===== src/rtl/usart_pkg.sv =====
// package: register map, field positions, reset values and timing counts
// assumes: a single 40 MHz bus clock; used by usart_serial_port, its checker and its testbench
package usart_pkg;
  // register byte offsets
  localparam logic [7:0] OFF_DATA = 8'h00;
  localparam logic [7:0] OFF_CTRL = 8'h04;
  localparam logic [7:0] OFF_DIV = 8'h08;
  localparam logic [7:0] OFF_LINE_STATUS = 8'h0C;
  localparam logic [7:0] OFF_INT_STATUS = 8'h10;
  localparam logic [7:0] OFF_INT_MASK = 8'h14;
  localparam logic [7:0] OFF_FIFO_LEVEL = 8'h18;
  // control fields
  localparam int CTRL_WLEN = 0;
  localparam int CTRL_PAR_EN = 2;
  localparam int CTRL_PAR_ODD = 3;
  localparam int CTRL_STOP2 = 4;
  localparam int CTRL_MSB_FIRST = 5;
  localparam int CTRL_SYNC = 6;
  localparam int CTRL_FLOW = 7;
  localparam int CTRL_IRDA = 8;
  localparam int CTRL_RS485 = 9;
  localparam int CTRL_RX_THR = 12;
  localparam int CTRL_TOUT = 16;
  localparam logic [31:0] CTRL_RESET = 32'h0000_2001;
  // word length codes
  localparam logic [1:0] WLEN_7 = 2'h0;
  localparam logic [1:0] WLEN_8 = 2'h1;
  localparam logic [1:0] WLEN_9 = 2'h2;
  // line status fields
  localparam int LS_RX_READY = 0;
  localparam int LS_OVERRUN = 1;
  localparam int LS_PARITY = 2;
  localparam int LS_FRAMING = 3;
  localparam int LS_BREAK = 4;
  localparam int LS_TX_EMPTY = 5;
  localparam int LS_TX_IDLE = 6;
  // interrupt fields
  localparam int INT_LINE = 0;
  localparam int INT_TX_EMPTY = 1;
  localparam int INT_RX_THR = 2;
  localparam int INT_TIMEOUT = 3;
  // divider limits: async oversamples 16, sync clock half-period floor 4
  localparam logic [15:0] DIV_RESET = 16'h0001;
  localparam int OVERSAMPLE = 16;
  localparam logic [15:0] SYNC_HALF_MIN = 16'h0004;
  localparam logic [3:0] IRDA_PULSE = 4'h3;
  localparam int FIFO_DEPTH = 8;
  localparam int FIFO_WIDTH = 9;
endpackage


===== src/rtl/usart_serial_port.sv =====
// usart_serial_port: APB register slave, 8x9 fifos, async/sync serial
// engine with parity, stop bits, bit order, flow control, irda, rs485.
// assumes: apb master on ref_clk; serial inputs synchronous to ref_clk.
// Behaviour
// - character length is seven, eight or nine bits both ways.
// - parity is even, odd or absent, generated and checked.
// - the transmitter sends one or two stop bits.
// - data is shifted lsb first or msb first as configured.
// - parity, overrun and framing errors are flagged on receive.
// - the async bit clock is at most one sixteenth of ref_clk.
// - the sync serial clock is at most one eighth of ref_clk.
// - async and sync modes exist and tx and rx run at once.
// - with flow control rts shows room and tx waits while cts is off.
// - an infrared sir encoder and decoder is a selectable mode.
// - in rs485 mode an enable turns on the driver around sending.
// - tx and rx each queue eight entries of nine bits.
// - line, tx empty, rx threshold and timeout interrupts exist.
// - a line status register shows transfer state and errors.
//
// Implementation choices: the APB register port and the register addresses.
module usart_serial_port
  import usart_pkg::*;
(
  // clock and reset
  input wire logic ref_clk,
  input wire logic rst_n,
  // apb slave
  input wire logic psel,
  input wire logic penable,
  input wire logic pwrite,
  input wire logic [11:0] paddr,
  input wire logic [31:0] pwdata,
  output logic [31:0] prdata,
  output logic pready,
  output logic pslverr,
  // serial line
  output logic txd,
  input wire logic rxd,
  output logic sclk,
  output logic rts_n,
  input wire logic cts_n,
  output logic rs485_de,
  // interrupt
  output logic irq
);
  typedef enum logic [1:0] {TX_IDLE, TX_SHIFT} tx_state_e;
  typedef enum logic [1:0] {RX_IDLE, RX_SHIFT} rx_state_e;

  typedef struct packed {
    logic [31:0] ctrl;
    logic [15:0] div;
    logic [3:0] int_status;
    logic [3:0] int_mask;
    logic [4:0] line_err;
    logic [31:0] rdata;
    logic [FIFO_DEPTH-1:0][8:0] txq;
    logic [FIFO_DEPTH-1:0][8:0] rxq;
    logic [3:0] tx_cnt;
    logic [2:0] tx_rd;
    logic [3:0] rx_cnt;
    logic [2:0] rx_rd;
    tx_state_e tx_state;
    logic [15:0] tx_div;
    logic [3:0] tx_tick;
    logic [12:0] tx_shift;
    logic [3:0] tx_bits;
    logic tx_line;
    logic sclk;
    rx_state_e rx_state;
    logic [15:0] rx_div;
    logic [3:0] rx_tick;
    logic [11:0] rx_shift;
    logic [3:0] rx_bits;
    logic [4:0] low_bits;
    logic brk_seen;
    logic [7:0] idle_bits;
    logic [3:0] ir_hold;
    logic de;
  } state_s;

  state_s s_reg, s_next;

  logic wr, rd;
  logic [3:0] dlen;
  logic [3:0] frame_len;
  logic [3:0] rx_len;
  logic [8:0] wmask;
  logic rx_in;
  logic [15:0] half_div;

  assign wr = psel & penable & pwrite;
  assign rd = psel & penable & ~pwrite;
  assign pready = 1'b1;
  assign prdata = s_reg.rdata;
  assign txd = s_reg.tx_line;
  assign sclk = s_reg.sclk;
  assign rs485_de = s_reg.de;
  assign irq = |(s_reg.int_status & s_reg.int_mask);
  // rts is low (ready) while the rx queue holds fewer than seven entries
  assign rts_n = s_reg.ctrl[CTRL_FLOW] ? (s_reg.rx_cnt >= 4'(FIFO_DEPTH - 1))
                                       : 1'b0;

  // data bits per word
  always_comb begin
    case (s_reg.ctrl[CTRL_WLEN +: 2])
      WLEN_7: dlen = 4'd7;
      WLEN_9: dlen = 4'd9;
      default: dlen = 4'd8;
    endcase
  end
  assign wmask = 9'h1FF >> (4'd9 - dlen);
  // bits after start: data, parity, stop
  assign rx_len = dlen + 4'(s_reg.ctrl[CTRL_PAR_EN]) + 4'd1;
  assign frame_len = rx_len + 4'(s_reg.ctrl[CTRL_STOP2]);
  // irda receive: a short low pulse is stretched over one bit; the stretch
  // assumes a divider of one
  assign rx_in = s_reg.ctrl[CTRL_IRDA] ? (rxd && s_reg.ir_hold == 4'h0)
                                       : rxd;
  // a sync half period under four would overrun the bus clock, so it floors at four
  assign half_div = (s_reg.div < SYNC_HALF_MIN) ? SYNC_HALF_MIN
                                                : s_reg.div;

  function automatic logic [8:0] order(input logic [8:0] w,
                                       input logic [3:0] n,
                                       input logic msb);
    logic [8:0] r;
    r = 9'h000;
    for (int i = 0; i < 9; i++) begin
      if (4'(i) < n) begin
        r[i] = msb ? w[4'(n - 4'd1 - 4'(i))] : w[i];
      end
    end
    return r;
  endfunction

  always_comb begin
    logic [8:0] word;
    logic par;
    logic [8:0] rword;
    logic rpar;
    logic tick;
    word = 9'h000;
    par = 1'b0;
    rword = 9'h000;
    rpar = 1'b0;
    tick = 1'b0;
    s_next = s_reg;
    s_next.ir_hold = (s_reg.ir_hold != 4'h0) ? s_reg.ir_hold - 4'h1 : 4'h0;
    if (s_reg.ctrl[CTRL_IRDA] && !rxd) begin
      s_next.ir_hold = 4'(OVERSAMPLE - 1);
    end
    // apb register access
    if (wr) begin
      case (paddr[7:0])
        OFF_DATA: begin
          if (s_reg.tx_cnt != 4'(FIFO_DEPTH)) begin
            s_next.txq[3'(s_reg.tx_rd + s_reg.tx_cnt[2:0])] =
              pwdata[8:0] & wmask;
            s_next.tx_cnt = s_reg.tx_cnt + 4'd1;
          end
        end
        OFF_CTRL: s_next.ctrl = pwdata;
        OFF_DIV: s_next.div = (pwdata[15:0] == 16'h0000) ? DIV_RESET
                                                        : pwdata[15:0];
        OFF_INT_MASK: s_next.int_mask = pwdata[3:0];
        default: ;
      endcase
    end
    s_next.rdata = 32'h0000_0000;
    if (psel & ~penable & ~pwrite) begin
      case (paddr[7:0])
        OFF_DATA: s_next.rdata = {23'h0, s_reg.rxq[s_reg.rx_rd]};
        OFF_CTRL: s_next.rdata = s_reg.ctrl;
        OFF_DIV: s_next.rdata = {16'h0, s_reg.div};
        OFF_LINE_STATUS: s_next.rdata = {25'h0,
          s_reg.tx_state == TX_IDLE && s_reg.tx_cnt == 4'd0,
          s_reg.tx_cnt == 4'd0, s_reg.line_err[3:0],
          s_reg.rx_cnt != 4'd0};
        OFF_INT_STATUS: s_next.rdata = {28'h0, s_reg.int_status};
        OFF_INT_MASK: s_next.rdata = {28'h0, s_reg.int_mask};
        OFF_FIFO_LEVEL: s_next.rdata = {24'h0, s_reg.rx_cnt, s_reg.tx_cnt};
        default: ;
      endcase
    end
    if (rd) begin
      case (paddr[7:0])
        OFF_DATA: begin
          if (s_reg.rx_cnt != 4'd0) begin
            s_next.rx_rd = s_reg.rx_rd + 3'd1;
            s_next.rx_cnt = s_reg.rx_cnt - 4'd1;
          end
          s_next.idle_bits = 8'h00;
        end
        OFF_LINE_STATUS: s_next.line_err = 5'h00;
        OFF_INT_STATUS: s_next.int_status = 4'h0;
        default: ;
      endcase
    end

    // transmitter: 16 ticks per bit async, 2 half-periods per bit sync
    s_next.tx_div = s_reg.tx_div + 16'd1;
    if (s_reg.tx_div >= (s_reg.ctrl[CTRL_SYNC] ? half_div - 16'd1
                                               : s_reg.div - 16'd1)) begin
      s_next.tx_div = 16'h0000;
      tick = 1'b1;
    end
    case (s_reg.tx_state)
      TX_IDLE: begin
        s_next.tx_line = 1'b1;
        s_next.sclk = 1'b1;
        s_next.de = 1'b0;
        if (s_reg.tx_cnt != 4'd0 &&
            !(s_reg.ctrl[CTRL_FLOW] && cts_n)) begin
          word = order(s_reg.txq[s_reg.tx_rd], dlen,
                       s_reg.ctrl[CTRL_MSB_FIRST]);
          par = ^(s_reg.txq[s_reg.tx_rd] & wmask) ^
                s_reg.ctrl[CTRL_PAR_ODD];
          s_next.tx_shift = 13'h1FFF;
          // unused upper bits must read as stop level
          s_next.tx_shift[8:0] = word | ~wmask;
          s_next.tx_shift[12] = 1'b0;
          if (s_reg.ctrl[CTRL_PAR_EN]) begin
            s_next.tx_shift[dlen] = par;
          end
          s_next.tx_rd = s_reg.tx_rd + 3'd1;
          s_next.tx_cnt = s_next.tx_cnt - 4'd1;
          s_next.tx_bits = frame_len;
          s_next.tx_tick = 4'h0;
          s_next.tx_div = 16'h0000;
          // start bit async; irda keeps the line high until its pulse
          s_next.tx_line = s_reg.ctrl[CTRL_SYNC] | s_reg.ctrl[CTRL_IRDA];
          s_next.de = s_reg.ctrl[CTRL_RS485];
          s_next.tx_state = TX_SHIFT;
          if (s_reg.ctrl[CTRL_SYNC]) begin
            s_next.tx_line = word[0];
            s_next.tx_shift = {1'b1, s_next.tx_shift[12:1]};
            s_next.tx_bits = dlen;
          end
          if (s_next.tx_cnt == 4'd0) begin
            s_next.int_status[INT_TX_EMPTY] = 1'b1;
          end
        end
      end
      TX_SHIFT: begin
        if (tick) begin
          s_next.tx_tick = s_reg.tx_tick + 4'd1;
          if (s_reg.ctrl[CTRL_SYNC]) begin
            s_next.sclk = ~s_reg.sclk;
            if (!s_reg.sclk) begin
              s_next.tx_line = s_reg.tx_shift[0];
              s_next.tx_shift = {1'b1, s_reg.tx_shift[12:1]};
              s_next.tx_bits = s_reg.tx_bits - 4'd1;
              if (s_reg.tx_bits == 4'd1) begin
                s_next.tx_state = TX_IDLE;
              end
            end
          end else begin
            if (s_reg.tx_tick == 4'(OVERSAMPLE - 1)) begin
              s_next.tx_line = s_reg.tx_shift[0];
              s_next.tx_shift = {1'b1, s_reg.tx_shift[12:1]};
              s_next.tx_shift[12] = s_reg.tx_shift[0];
              s_next.tx_bits = s_reg.tx_bits - 4'd1;
              if (s_reg.tx_bits == 4'd0) begin
                s_next.tx_line = 1'b1;
                s_next.tx_state = TX_IDLE;
              end
            end
            // after the bit boundary, so no raw level glitches out
            if (s_reg.ctrl[CTRL_IRDA]) begin
              s_next.tx_line = ~(s_reg.tx_tick >= 4'h7 &&
                s_reg.tx_tick < 4'h7 + IRDA_PULSE && !s_reg.tx_shift[12]);
            end
          end
        end
      end
      default: s_next.tx_state = TX_IDLE;
    endcase

    // receiver: async, samples mid-bit at tick 8
    s_next.rx_div = s_reg.rx_div + 16'd1;
    if (s_reg.rx_div >= s_reg.div - 16'd1) begin
      s_next.rx_div = 16'h0000;
      s_next.rx_tick = s_reg.rx_tick + 4'd1;
      if (s_reg.rx_tick == 4'(OVERSAMPLE - 1)) begin
        // bit period boundary: break and timeout tracking
        s_next.low_bits = rx_in ? 5'd0 : s_reg.low_bits + 5'd1;
        if (s_reg.low_bits > 5'(frame_len) && !s_reg.brk_seen) begin
          s_next.line_err[LS_BREAK - 1] = 1'b1;
          s_next.brk_seen = 1'b1;
          s_next.int_status[INT_LINE] = 1'b1;
        end
        if (rx_in) begin
          s_next.brk_seen = 1'b0;
        end
        if (s_reg.rx_cnt != 4'd0 && s_reg.idle_bits != 8'hFF) begin
          s_next.idle_bits = s_reg.idle_bits + 8'd1;
          if (s_reg.idle_bits + 8'd1 == s_reg.ctrl[CTRL_TOUT +: 8]) begin
            s_next.int_status[INT_TIMEOUT] = 1'b1;
          end
        end
      end
      case (s_reg.rx_state)
        RX_IDLE: begin
          if (!rx_in && !s_reg.brk_seen) begin
            s_next.rx_state = RX_SHIFT;
            s_next.rx_tick = 4'h1;
            s_next.rx_bits = 4'd0;
            s_next.rx_shift = 12'h000;
          end
        end
        RX_SHIFT: begin
          if (s_reg.rx_tick == 4'h8) begin
            if (s_reg.rx_bits == 4'd0 && rx_in) begin
              s_next.rx_state = RX_IDLE; // false start
            end else if (s_reg.rx_bits != 4'd0) begin
              s_next.rx_shift[4'(s_reg.rx_bits - 4'd1)] = rx_in;
            end
            s_next.rx_bits = s_reg.rx_bits + 4'd1;
            if (s_reg.rx_bits == rx_len) begin
              s_next.rx_state = RX_IDLE;
              rword = order(s_reg.rx_shift[8:0] & wmask, dlen,
                            s_reg.ctrl[CTRL_MSB_FIRST]);
              rpar = s_reg.rx_shift[dlen];
              s_next.idle_bits = 8'h00;
              if (s_reg.ctrl[CTRL_PAR_EN] &&
                  (^rword ^ s_reg.ctrl[CTRL_PAR_ODD]) != rpar) begin
                s_next.line_err[LS_PARITY - 1] = 1'b1;
                s_next.int_status[INT_LINE] = 1'b1;
              end
              if (!rx_in) begin
                s_next.line_err[LS_FRAMING - 1] = 1'b1;
                s_next.int_status[INT_LINE] = 1'b1;
              end
              if (s_next.rx_cnt == 4'(FIFO_DEPTH)) begin
                s_next.line_err[LS_OVERRUN - 1] = 1'b1;
                s_next.int_status[INT_LINE] = 1'b1;
              end else begin
                s_next.rxq[3'(s_next.rx_rd + s_next.rx_cnt[2:0])] =
                  rword;
                s_next.rx_cnt = s_next.rx_cnt + 4'd1;
                if (s_next.rx_cnt == s_reg.ctrl[CTRL_RX_THR +: 4]) begin
                  s_next.int_status[INT_RX_THR] = 1'b1;
                end
              end
            end
          end
        end
        default: s_next.rx_state = RX_IDLE;
      endcase
    end
  end

  assign pslverr = 1'b0;

  always_ff @(posedge ref_clk or negedge rst_n) begin
    if (!rst_n) begin
      s_reg <= '0;
      s_reg.ctrl <= CTRL_RESET;
      s_reg.div <= DIV_RESET;
      s_reg.tx_line <= 1'b1;
      s_reg.sclk <= 1'b1;
    end else begin
      s_reg <= s_next;
    end
  end
endmodule


===== config.mk =====
export PLATFORM = sky130hd
export DESIGN_NAME = usart_serial_port
export DESIGN_NICKNAME = d
export VERILOG_FILES = /design/src/rtl/usart_pkg.sv /design/src/rtl/usart_serial_port.sv
export SDC_FILE = /design/constraint.sdc
export NUM_CORES = 1
export LEC_CHECK = 0
export BUFFER_PORTS_ARGS = -buffer_cell sky130_fd_sc_hd__buf_2
export CORE_ASPECT_RATIO = 0.5
export CORE_MARGIN = 3
export CORE_UTILIZATION = 62
export DETAILED_ROUTE_END_ITERATION = 16
export GPL_ROUTABILITY_DRIVEN = 0
export GPL_TIMING_DRIVEN = 0
export PLACE_DENSITY = 0.86
export SKIP_CTS_REPAIR_TIMING = 1
export SLEW_MARGIN = 30
export SYNTH_ARGS = -nofsm -noshare
export SYNTH_HDL_FRONTEND = slang
export SYNTH_SLANG_ARGS = --single-unit
export TNS_END_PERCENT = 1

===== constraint.sdc =====
create_clock -name ref_clk -period 6.3 [get_ports ref_clk]
set_input_delay 0.63 -clock ref_clk [delete_from_list [all_inputs] [get_ports ref_clk]]
set_output_delay 0.63 -clock ref_clk [all_outputs]
set_load 0.02 [all_outputs]

# Word level (Yosys, flattened, before mapping)
# Cells that the tools add are included.
# word_totals
reg_bits	348
in_bits	51
out_inout_bits	39
wordCells	466
# op_classes
add_sub_neg	33
order_cmp	35
eq_ne	33
shifts	1
n_mux	245
bitwise	19
reduce_logical	57
# op_table
op	count
32-bit one-hot mux with 7 select lines	1
1-bit 2-to-1 mux	145
72-bit bitwise mux	2
16-bit 2-to-1 mux	6
1-bit binary-select mux with 4-bit select	19
18-bit 2-to-1 mux	4
4-bit 2-to-1 mux	16
4-bit by 5-bit less-than comparator with 1-bit output, second input constant	11
9-bit binary-select mux with 3-bit select	2
9-bit demux with 3-bit select	2
50-bit 2-to-1 mux	1
8-bit 2-to-1 mux	6
23-bit one-hot mux with 2 select lines	1
40-bit 2-to-1 mux	1
9-bit 2-to-1 mux	4
7-bit 2-to-1 mux	5
16-bit by 1-bit adder with 16-bit output, second input constant	2
16-bit >= comparator	2
32-bit 2-to-1 mux	1
16-bit one-hot mux with 2 select lines	1
16-bit by 1-bit subtractor with 16-bit output, second input constant	2
4-bit by 1-bit subtractor with 4-bit output, second input constant	7
9-bit AND	3
4-bit by 1-bit adder with 4-bit output, second input constant	6
other kinds (71)	173

# Longest topological paths before layout
# logic_depth
ltp_word	24
ltp_mapped	22
depth_no_buf	19

# Worst setup path before layout
# No wires, ideal clock.
# synth_timing
path_kind	reg-to-reg
start	reg s_reg[303] in the netlist's numbering
end	reg s_reg[69] in the netlist's numbering
setup_time_ps	124
t_arrival_ps	4645
required_time_ps	6176
slack_ps	1531
path_stages_with_launch	21
n_path_buf	1
synth_period_minus_slack_ps	4769
path_cell_list	dfrtp_1 > clkbuf_1 > nor4_1 > nor3b_1 > nand2_1 > or4_1 > nand2_1 > ha_1 > nand2_1 > o21ai_0 > nand2_1 > xor2_1 > ha_1 > a21o_1 > a21o_1 > a21oi_1 > o22ai_1 > a31oi_1 > mux2i_1 > a21oi_1 > a211o_1
# synth_via
elab_chain_cells	8
word_cells_on_any_way	9
classes_between	2 x add/sub; 2 x order compare; 1 x eq/ne; 3 x mux; 1 x reduce/logical
# synth_rtl
item	line_no	rtl
start: declaration	usart_serial_port.sv:81	state_s s_reg, s_next;
start signal: assignment	usart_serial_port.sv:363	s_reg <= s_next;
16-bit by 3-bit less-than comparator with 1-bit output	usart_serial_port.sv:120	assign half_div = (s_reg.div < SYNC_HALF_MIN) ? SYNC_HALF_MIN
16-bit 2-to-1 mux	usart_serial_port.sv:120	
16-bit by 1-bit subtractor with 16-bit output	usart_serial_port.sv:202	if (s_reg.tx_div >= (s_reg.ctrl[CTRL_SYNC] ? half_div - 16'd1
16-bit 2-to-1 mux (*)	usart_serial_port.sv:202	
16-bit >= comparator (*)	usart_serial_port.sv:202	
1-bit 2-to-1 mux (*)	usart_serial_port.sv:202	
2-bit inequality test (no line) (*)	--	
5-bit AND reduction (no line) (*)	--	
# Mark *: on every way between the ends. The rest lies on a longest branch, timed or not.
# A chain may end at the register's enable or synchronous reset.

# Worst setup path in the final report
# layout_timing
start	reg s_reg[303] in the netlist's numbering
end	reg s_reg[71] in the netlist's numbering
# Same word-level chain as after synthesis.

==> results_tabular.tex <==
\begin{tabular}{lr}
\hline
Metric & Value \\
\hline
\multicolumn{2}{l}{\textbf{Timing}} \\
\quad Setup clock skew after layout & 24.3 ps \\
\quad Setup\_tns & 0 ps \\
\quad Tcrit/Tclk final & 0.886 \\
\quad Setup repair after global routing missed its margin & no \\
\quad Peak clock frequency supported by timing & 179 MHz \\
\quad Count of final setup violators & 0 \\
\quad Final Max Slew Viols & 0 \\
\quad Slew at the pin closest to its max-slew limit & 1020 ps \\
\quad Worst Setup Slack, final & 718 ps \\
\quad Number of hold violations in the final report & 0 \\
\quad Post-layout min period & 5580 ps \\
\quad Max\_slew headroom & 0.321 \\
\multicolumn{2}{l}{\textbf{Logic synthesis}} \\
\quad Post-synthesis cell type count & 83 \\
\quad Post-Synthesis Cell Area & 19,100 um\^{}2 \\
\quad Register bit total from synthesis & 344 \\
\quad Flip-flop cell with the highest count after synthesis & sky130\_fd\_sc\_hd\_\_dfrtp\_1 \\
\quad Adder and majority gate portion of the synthesized area & 0.0459 \\
\quad Synthesized netlist cell count & 1,721 \\
\quad Multiplexer share of the synthesized area & 0.193 \\
\quad Synth warnings & 0 \\
\quad Compound-Gate Fraction of Synth Area & 0.0876 \\
\quad Post-synthesis xor/xnor area fraction & 0.0641 \\
\quad Largest family of logic cells by synthesized area & multiplexers \\
\quad Sequential-to-total area share from yosys stat & 0.450 \\
\quad Syn avg cell area & 11.1 um\^{}2 \\
\quad Simple-gate share of the synthesized area & 0.120 \\
\quad EDFF count, synth & 0 \\
\quad Async SR Flop Fraction & 1.00 \\
\multicolumn{2}{l}{\textbf{Layout}} \\
\quad Number of antenna repair diodes & 0 \\
\quad Max FFs per register & 309 \\
\quad Fillcell total & 1,883 \\
\quad Number of nets at the end of the flow & 1,962 \\
\quad Synthesis-to-layout area growth & 11.4\% \\
\quad Layout cells sized above 1 & 0.249 \\
\quad Area used by multi-input combinational logic & 9830 um\^{}2 \\
\quad Sequential cell area & 8610 um\^{}2 \\
\quad Final Instance Count excl. Fillers & 2,256 \\
\multicolumn{2}{l}{\textbf{Hold path}} \\
\quad Beginning of the worst hold path & pwdata[31] \\
\quad Hold/Removal Path Class & in -> reg \\
\quad Worst hold path cell count & 2 \\
\quad WHS Endpoint & s\_reg[348]\$\_DFFE\_PN0P\_ \\
\multicolumn{2}{l}{\textbf{Route}} \\
\quad Met2 wire len & 22,300 um \\
\quad Number of design rule violations left after detail routing & 0 \\
\quad Post-route ant nets & 0 \\
\quad Starting DRC count in detailed routing & 1,397 \\
\quad Routed wire length per instance & 21.4 um \\
\quad Detailed route wirelength on metal3 & 3920 um \\
\quad Met1 wire length & 20,100 um \\
\quad Vias per std cell & 6.41 \\
\quad Number of vias after detailed routing & 14,456 \\
\quad Sum of routed wire length over all layers & 48,200 um \\
\quad First-pass iteration count of the detailed router & 6 \\
\quad Highest metal layer with signal wires & met5 \\
\multicolumn{2}{l}{\textbf{Place}} \\
\quad Total placed cells including tap cells & 2,200 \\
\quad Minimum setup slack after placement & 779 ps \\
\quad Post-DP HPWL & 33,600 um \\
\quad Count of buffers from port buffering & 83 \\
\multicolumn{2}{l}{\textbf{Die}} \\
\quad Die ar. & 33,100 um\^{}2 \\
\quad Core box area & 29,700 um\^{}2 \\
\quad Count of boundary I/O pins & 90 \\
\quad Die Y & 130 um \\
\quad Num rows & 44 \\
\quad Initial Utilization & 0.645 \\
\quad Die outline width & 254 um \\
\multicolumn{2}{l}{\textbf{Pwr}} \\
\quad Clock network power share & 0.332 \\
\quad Share of power burned in combinational logic & 0.233 \\
\quad Cell internal power dissipation & 4.20 mW \\
\quad Power density over the cells & 290 nW/um\^{}2 \\
\quad Worst IR drop on VDD & 0.000188 V \\
\quad Leak Pwr & 10.0 nW \\
\quad Switching share of power & 0.321 \\
\quad Net switching power figure & 1.99 mW \\
\quad Proportion of power drawn by flip-flops and latches & 0.435 \\
\multicolumn{2}{l}{\textbf{Outcome}} \\
\quad Result of the run & finished, final reports clean \\
\multicolumn{2}{l}{\textbf{Run}} \\
\quad Count of maximum capacitance violations & 0 \\
\multicolumn{2}{l}{\textbf{Critical path}} \\
\quad Cell at the slowest stage of the critical path & sky130\_fd\_sc\_hd\_\_or4\_1 \\
\quad Required @ worst endpoint & 6740 ps \\
\quad Largest driver fanout on the critical path & 10 \\
\quad Crit. End Element & flip-flop \\
\quad R2r setup slk & 720 ps \\
\quad Worst r2r path cells & 22 \\
\quad Data arrival at the endpoint of the critical path & 6020 ps \\
\quad Origin of the critical flop-to-flop path & s\_reg[303]\$\_DFFE\_PN0P\_ \\
\quad CP dominant cell by count & sky130\_fd\_sc\_hd\_\_nand2\_1 \\
\quad Cell breakdown of the critical path & clkbuf\_1 > nor4\_2 > nor3b\_1 > nand2\_1 > or4\_1 > nand2\_1 > ha\_1 > nand2\_1 > o21ai\_0 > nand2\_1 > xor2\_1 > ha\_1 > a21o\_1 > a21o\_1 > a21oi\_1 > o21ai\_0 > a21o\_1 > clkbuf\_1 > nand3\_1 > clkbuf\_1 > mux2i\_1 > a31oi\_1 \\
\quad Critical register-to-register path endpoint & s\_reg[71]\$\_DFFE\_PN0P\_ \\
\quad Delay of the slowest cell on the worst path & 550 ps \\
\quad Launch point of the critical path & s\_reg[303]\$\_DFFE\_PN0P\_ \\
\quad Category of the worst setup path launch point & flip-flop \\
\quad Kind of critical path & reg -> reg \\
\multicolumn{2}{l}{\textbf{Clock tree}} \\
\quad Clk Latency, worst-skew pair & 590 ps \\
\quad Sinks on the clock net & 344 \\
\quad Register clock-pin slew on the reported worst setup and hold paths & 70 ps \\
\quad Clock Root Buffer & sky130\_fd\_sc\_hd\_\_clkbuf\_16 \\
\quad CTS Buffer Depth & 3 \\
\quad Inserted Clock Buffers & 30 \\
\quad Clock tree from TritonCTS & yes \\
\quad Count of H-tree levels built during CTS & 1 \\
\multicolumn{2}{l}{\textbf{GRT}} \\
\quad Initial antenna violation count & 1 \\
\quad Wire length of the first global-routing pass & 76,400 um \\
\quad Gr ovfl total & 0 \\
\quad Pin count of the biggest net entering global routing & 91 \\
\quad Via count of the first global-routing pass & 14,134 \\
\quad Global router's overall resource usage & 0.295 \\
\hline
\end{tabular}
-- synth_stat cells, types with 7 or more instances --
library cell               instances  area, um^2
sky130_fd_sc_hd__mux2_2          201        2260
sky130_fd_sc_hd__xor2_1           67         587
sky130_fd_sc_hd__mux4_2           42         946
sky130_fd_sc_hd__clkbuf_1         67         251
sky130_fd_sc_hd__mux2_4            9         135
sky130_fd_sc_hd__buf_4            36         270
sky130_fd_sc_hd__inv_1            43         161
sky130_fd_sc_hd__o21ai_0          60         300
sky130_fd_sc_hd__dfrtp_1         339        8480
sky130_fd_sc_hd__nor4_1           10        62.6
sky130_fd_sc_hd__buf_1             8        30.0
sky130_fd_sc_hd__mux2i_1          29         290
sky130_fd_sc_hd__nand4_1           9        56.3
sky130_fd_sc_hd__nand2b_1         19         119
sky130_fd_sc_hd__nand3_1          55         275
sky130_fd_sc_hd__nor2_1          120         450
sky130_fd_sc_hd__o22ai_1          23         144
sky130_fd_sc_hd__a21oi_1          60         300
sky130_fd_sc_hd__a21o_1           23         173
sky130_fd_sc_hd__xnor2_1          61         534
sky130_fd_sc_hd__nor3_1           19        95.1
sky130_fd_sc_hd__nand2_1         137         514
sky130_fd_sc_hd__o211ai_1          7        52.6
sky130_fd_sc_hd__and2_1           23         144
sky130_fd_sc_hd__a31oi_1          14        87.6
sky130_fd_sc_hd__a22oi_1          23         173
sky130_fd_sc_hd__and3_1           22         138
sky130_fd_sc_hd__nand3b_1          7        52.6
sky130_fd_sc_hd__nor2b_1           7        43.8
sky130_fd_sc_hd__ha_1             67         838
-- critical path: cells and delay by family, from the launching register on --
kind | cells | cell delay [ps]
fa+ha+maj | 2 | 380
xor+xnor | 1 | 180
simple gates | 8 | 2200
compound gates | 7 | 1200
flops | 1 | 360
mux | 1 | 250
buf+inv | 3 | 850
-- placed cells by master, fill, tap and decap left out, drive strengths merged, types with 7 or more instances in the layout --
cell type / n
nand3: 58
nor2: 121
xnor2: 64
dfrtp: 339
nand2: 137
o22ai: 23
nand4: 9
a21o: 23
clkbuf: 105
xor2: 67
buf: 137
a21oi: 60
nor2b: 7
o211ai: 7
a22oi: 23
inv: 44
o21ai: 63
ha: 67
clkinv: 11
nor3: 19
nand2b: 19
nand3b: 7
mux4: 42
mux2: 213
and3: 22
mux2i: 30
and2: 24
a31oi: 14
nor4: 15
-- how the worst max path moves through the flow --
stage	to	depth (start not counted)
final	s_reg[71]$_DFFE_PN0P_	22
after global routing	s_reg[71]$_DFFE_PN0P_	22
after CTS	s_reg[151]$_DFFE_PN0P_	14
after detailed placement	s_reg[151]$_DFFE_PN0P_	14
after global placement	s_reg[89]$_DFF_PN0_	1
after floorplan	s_reg[69]$_DFFE_PN0P_	20
-- final cells by class --
type / instances / share of cell area
buffer: 117 / 0.0273
clock buffer: 38 / 0.0409
clock inverter: 17 / 0.0108
inverter: 45 / 0.00792
multi-input combinational: 1216 / 0.461
sequential: 344 / 0.404
tap: 391 / 0.0229
timing repair buffer: 88 / 0.0256
-- power by group through the flow --
stage               registers (mW)  logic [mW]  clock network, mW
floorplan                     2.65        1.02                  0
detailed placement            2.71        1.38                  0
global placement              2.70        1.31                  0
global route                  2.72        1.59               2.16
CTS                           2.68        1.42               2.06
finish                        2.69        1.44               2.06
-- routing by layer --
layer / global-route usage / up-vias
met5: 0 / -
met4: 0.111 / 2
met3: 0.0536 / 172
met2: 0.482 / 743
met1: 0.401 / 7167
li1: - / 6372
-- through the flow --
| step | util | power, mW | instance area, um^2 | hold slack, ps |
|---|---|---|---|---|
| after global routing | 0.719 | 6.47 | 21300 | 278 |
| after CTS | 0.718 | 6.16 | 21300 | -87.9 |
| after detailed placement | 0.681 | 4.10 | 20200 | 463 |
| after floorplan | - | 3.67 | 19100 | 334 |
| final | 0.719 | 6.19 | 21300 | 285 |
| after global placement | 0.676 | 4.02 | 20000 | 455 |
-- logic make-up (layout without fill, tap and decap cells) --
| kind of cell | count (synthesis) | after routing |
|---|---|---|
| AO/OA/AOI/OAI | 263 | 263 |
| AND/OR/NAND/NOR | 463 | 463 |
| adder cells (fa/ha/maj) | 69 | 69 |
| multiplexers | 285 | 285 |
| other | 2 | 3 |
| buffers and inverters | 162 | 305 |
| XOR/XNOR | 133 | 133 |
| flip-flops | 344 | 344 |
Note: power is estimated with default switching activity, not from simulation.
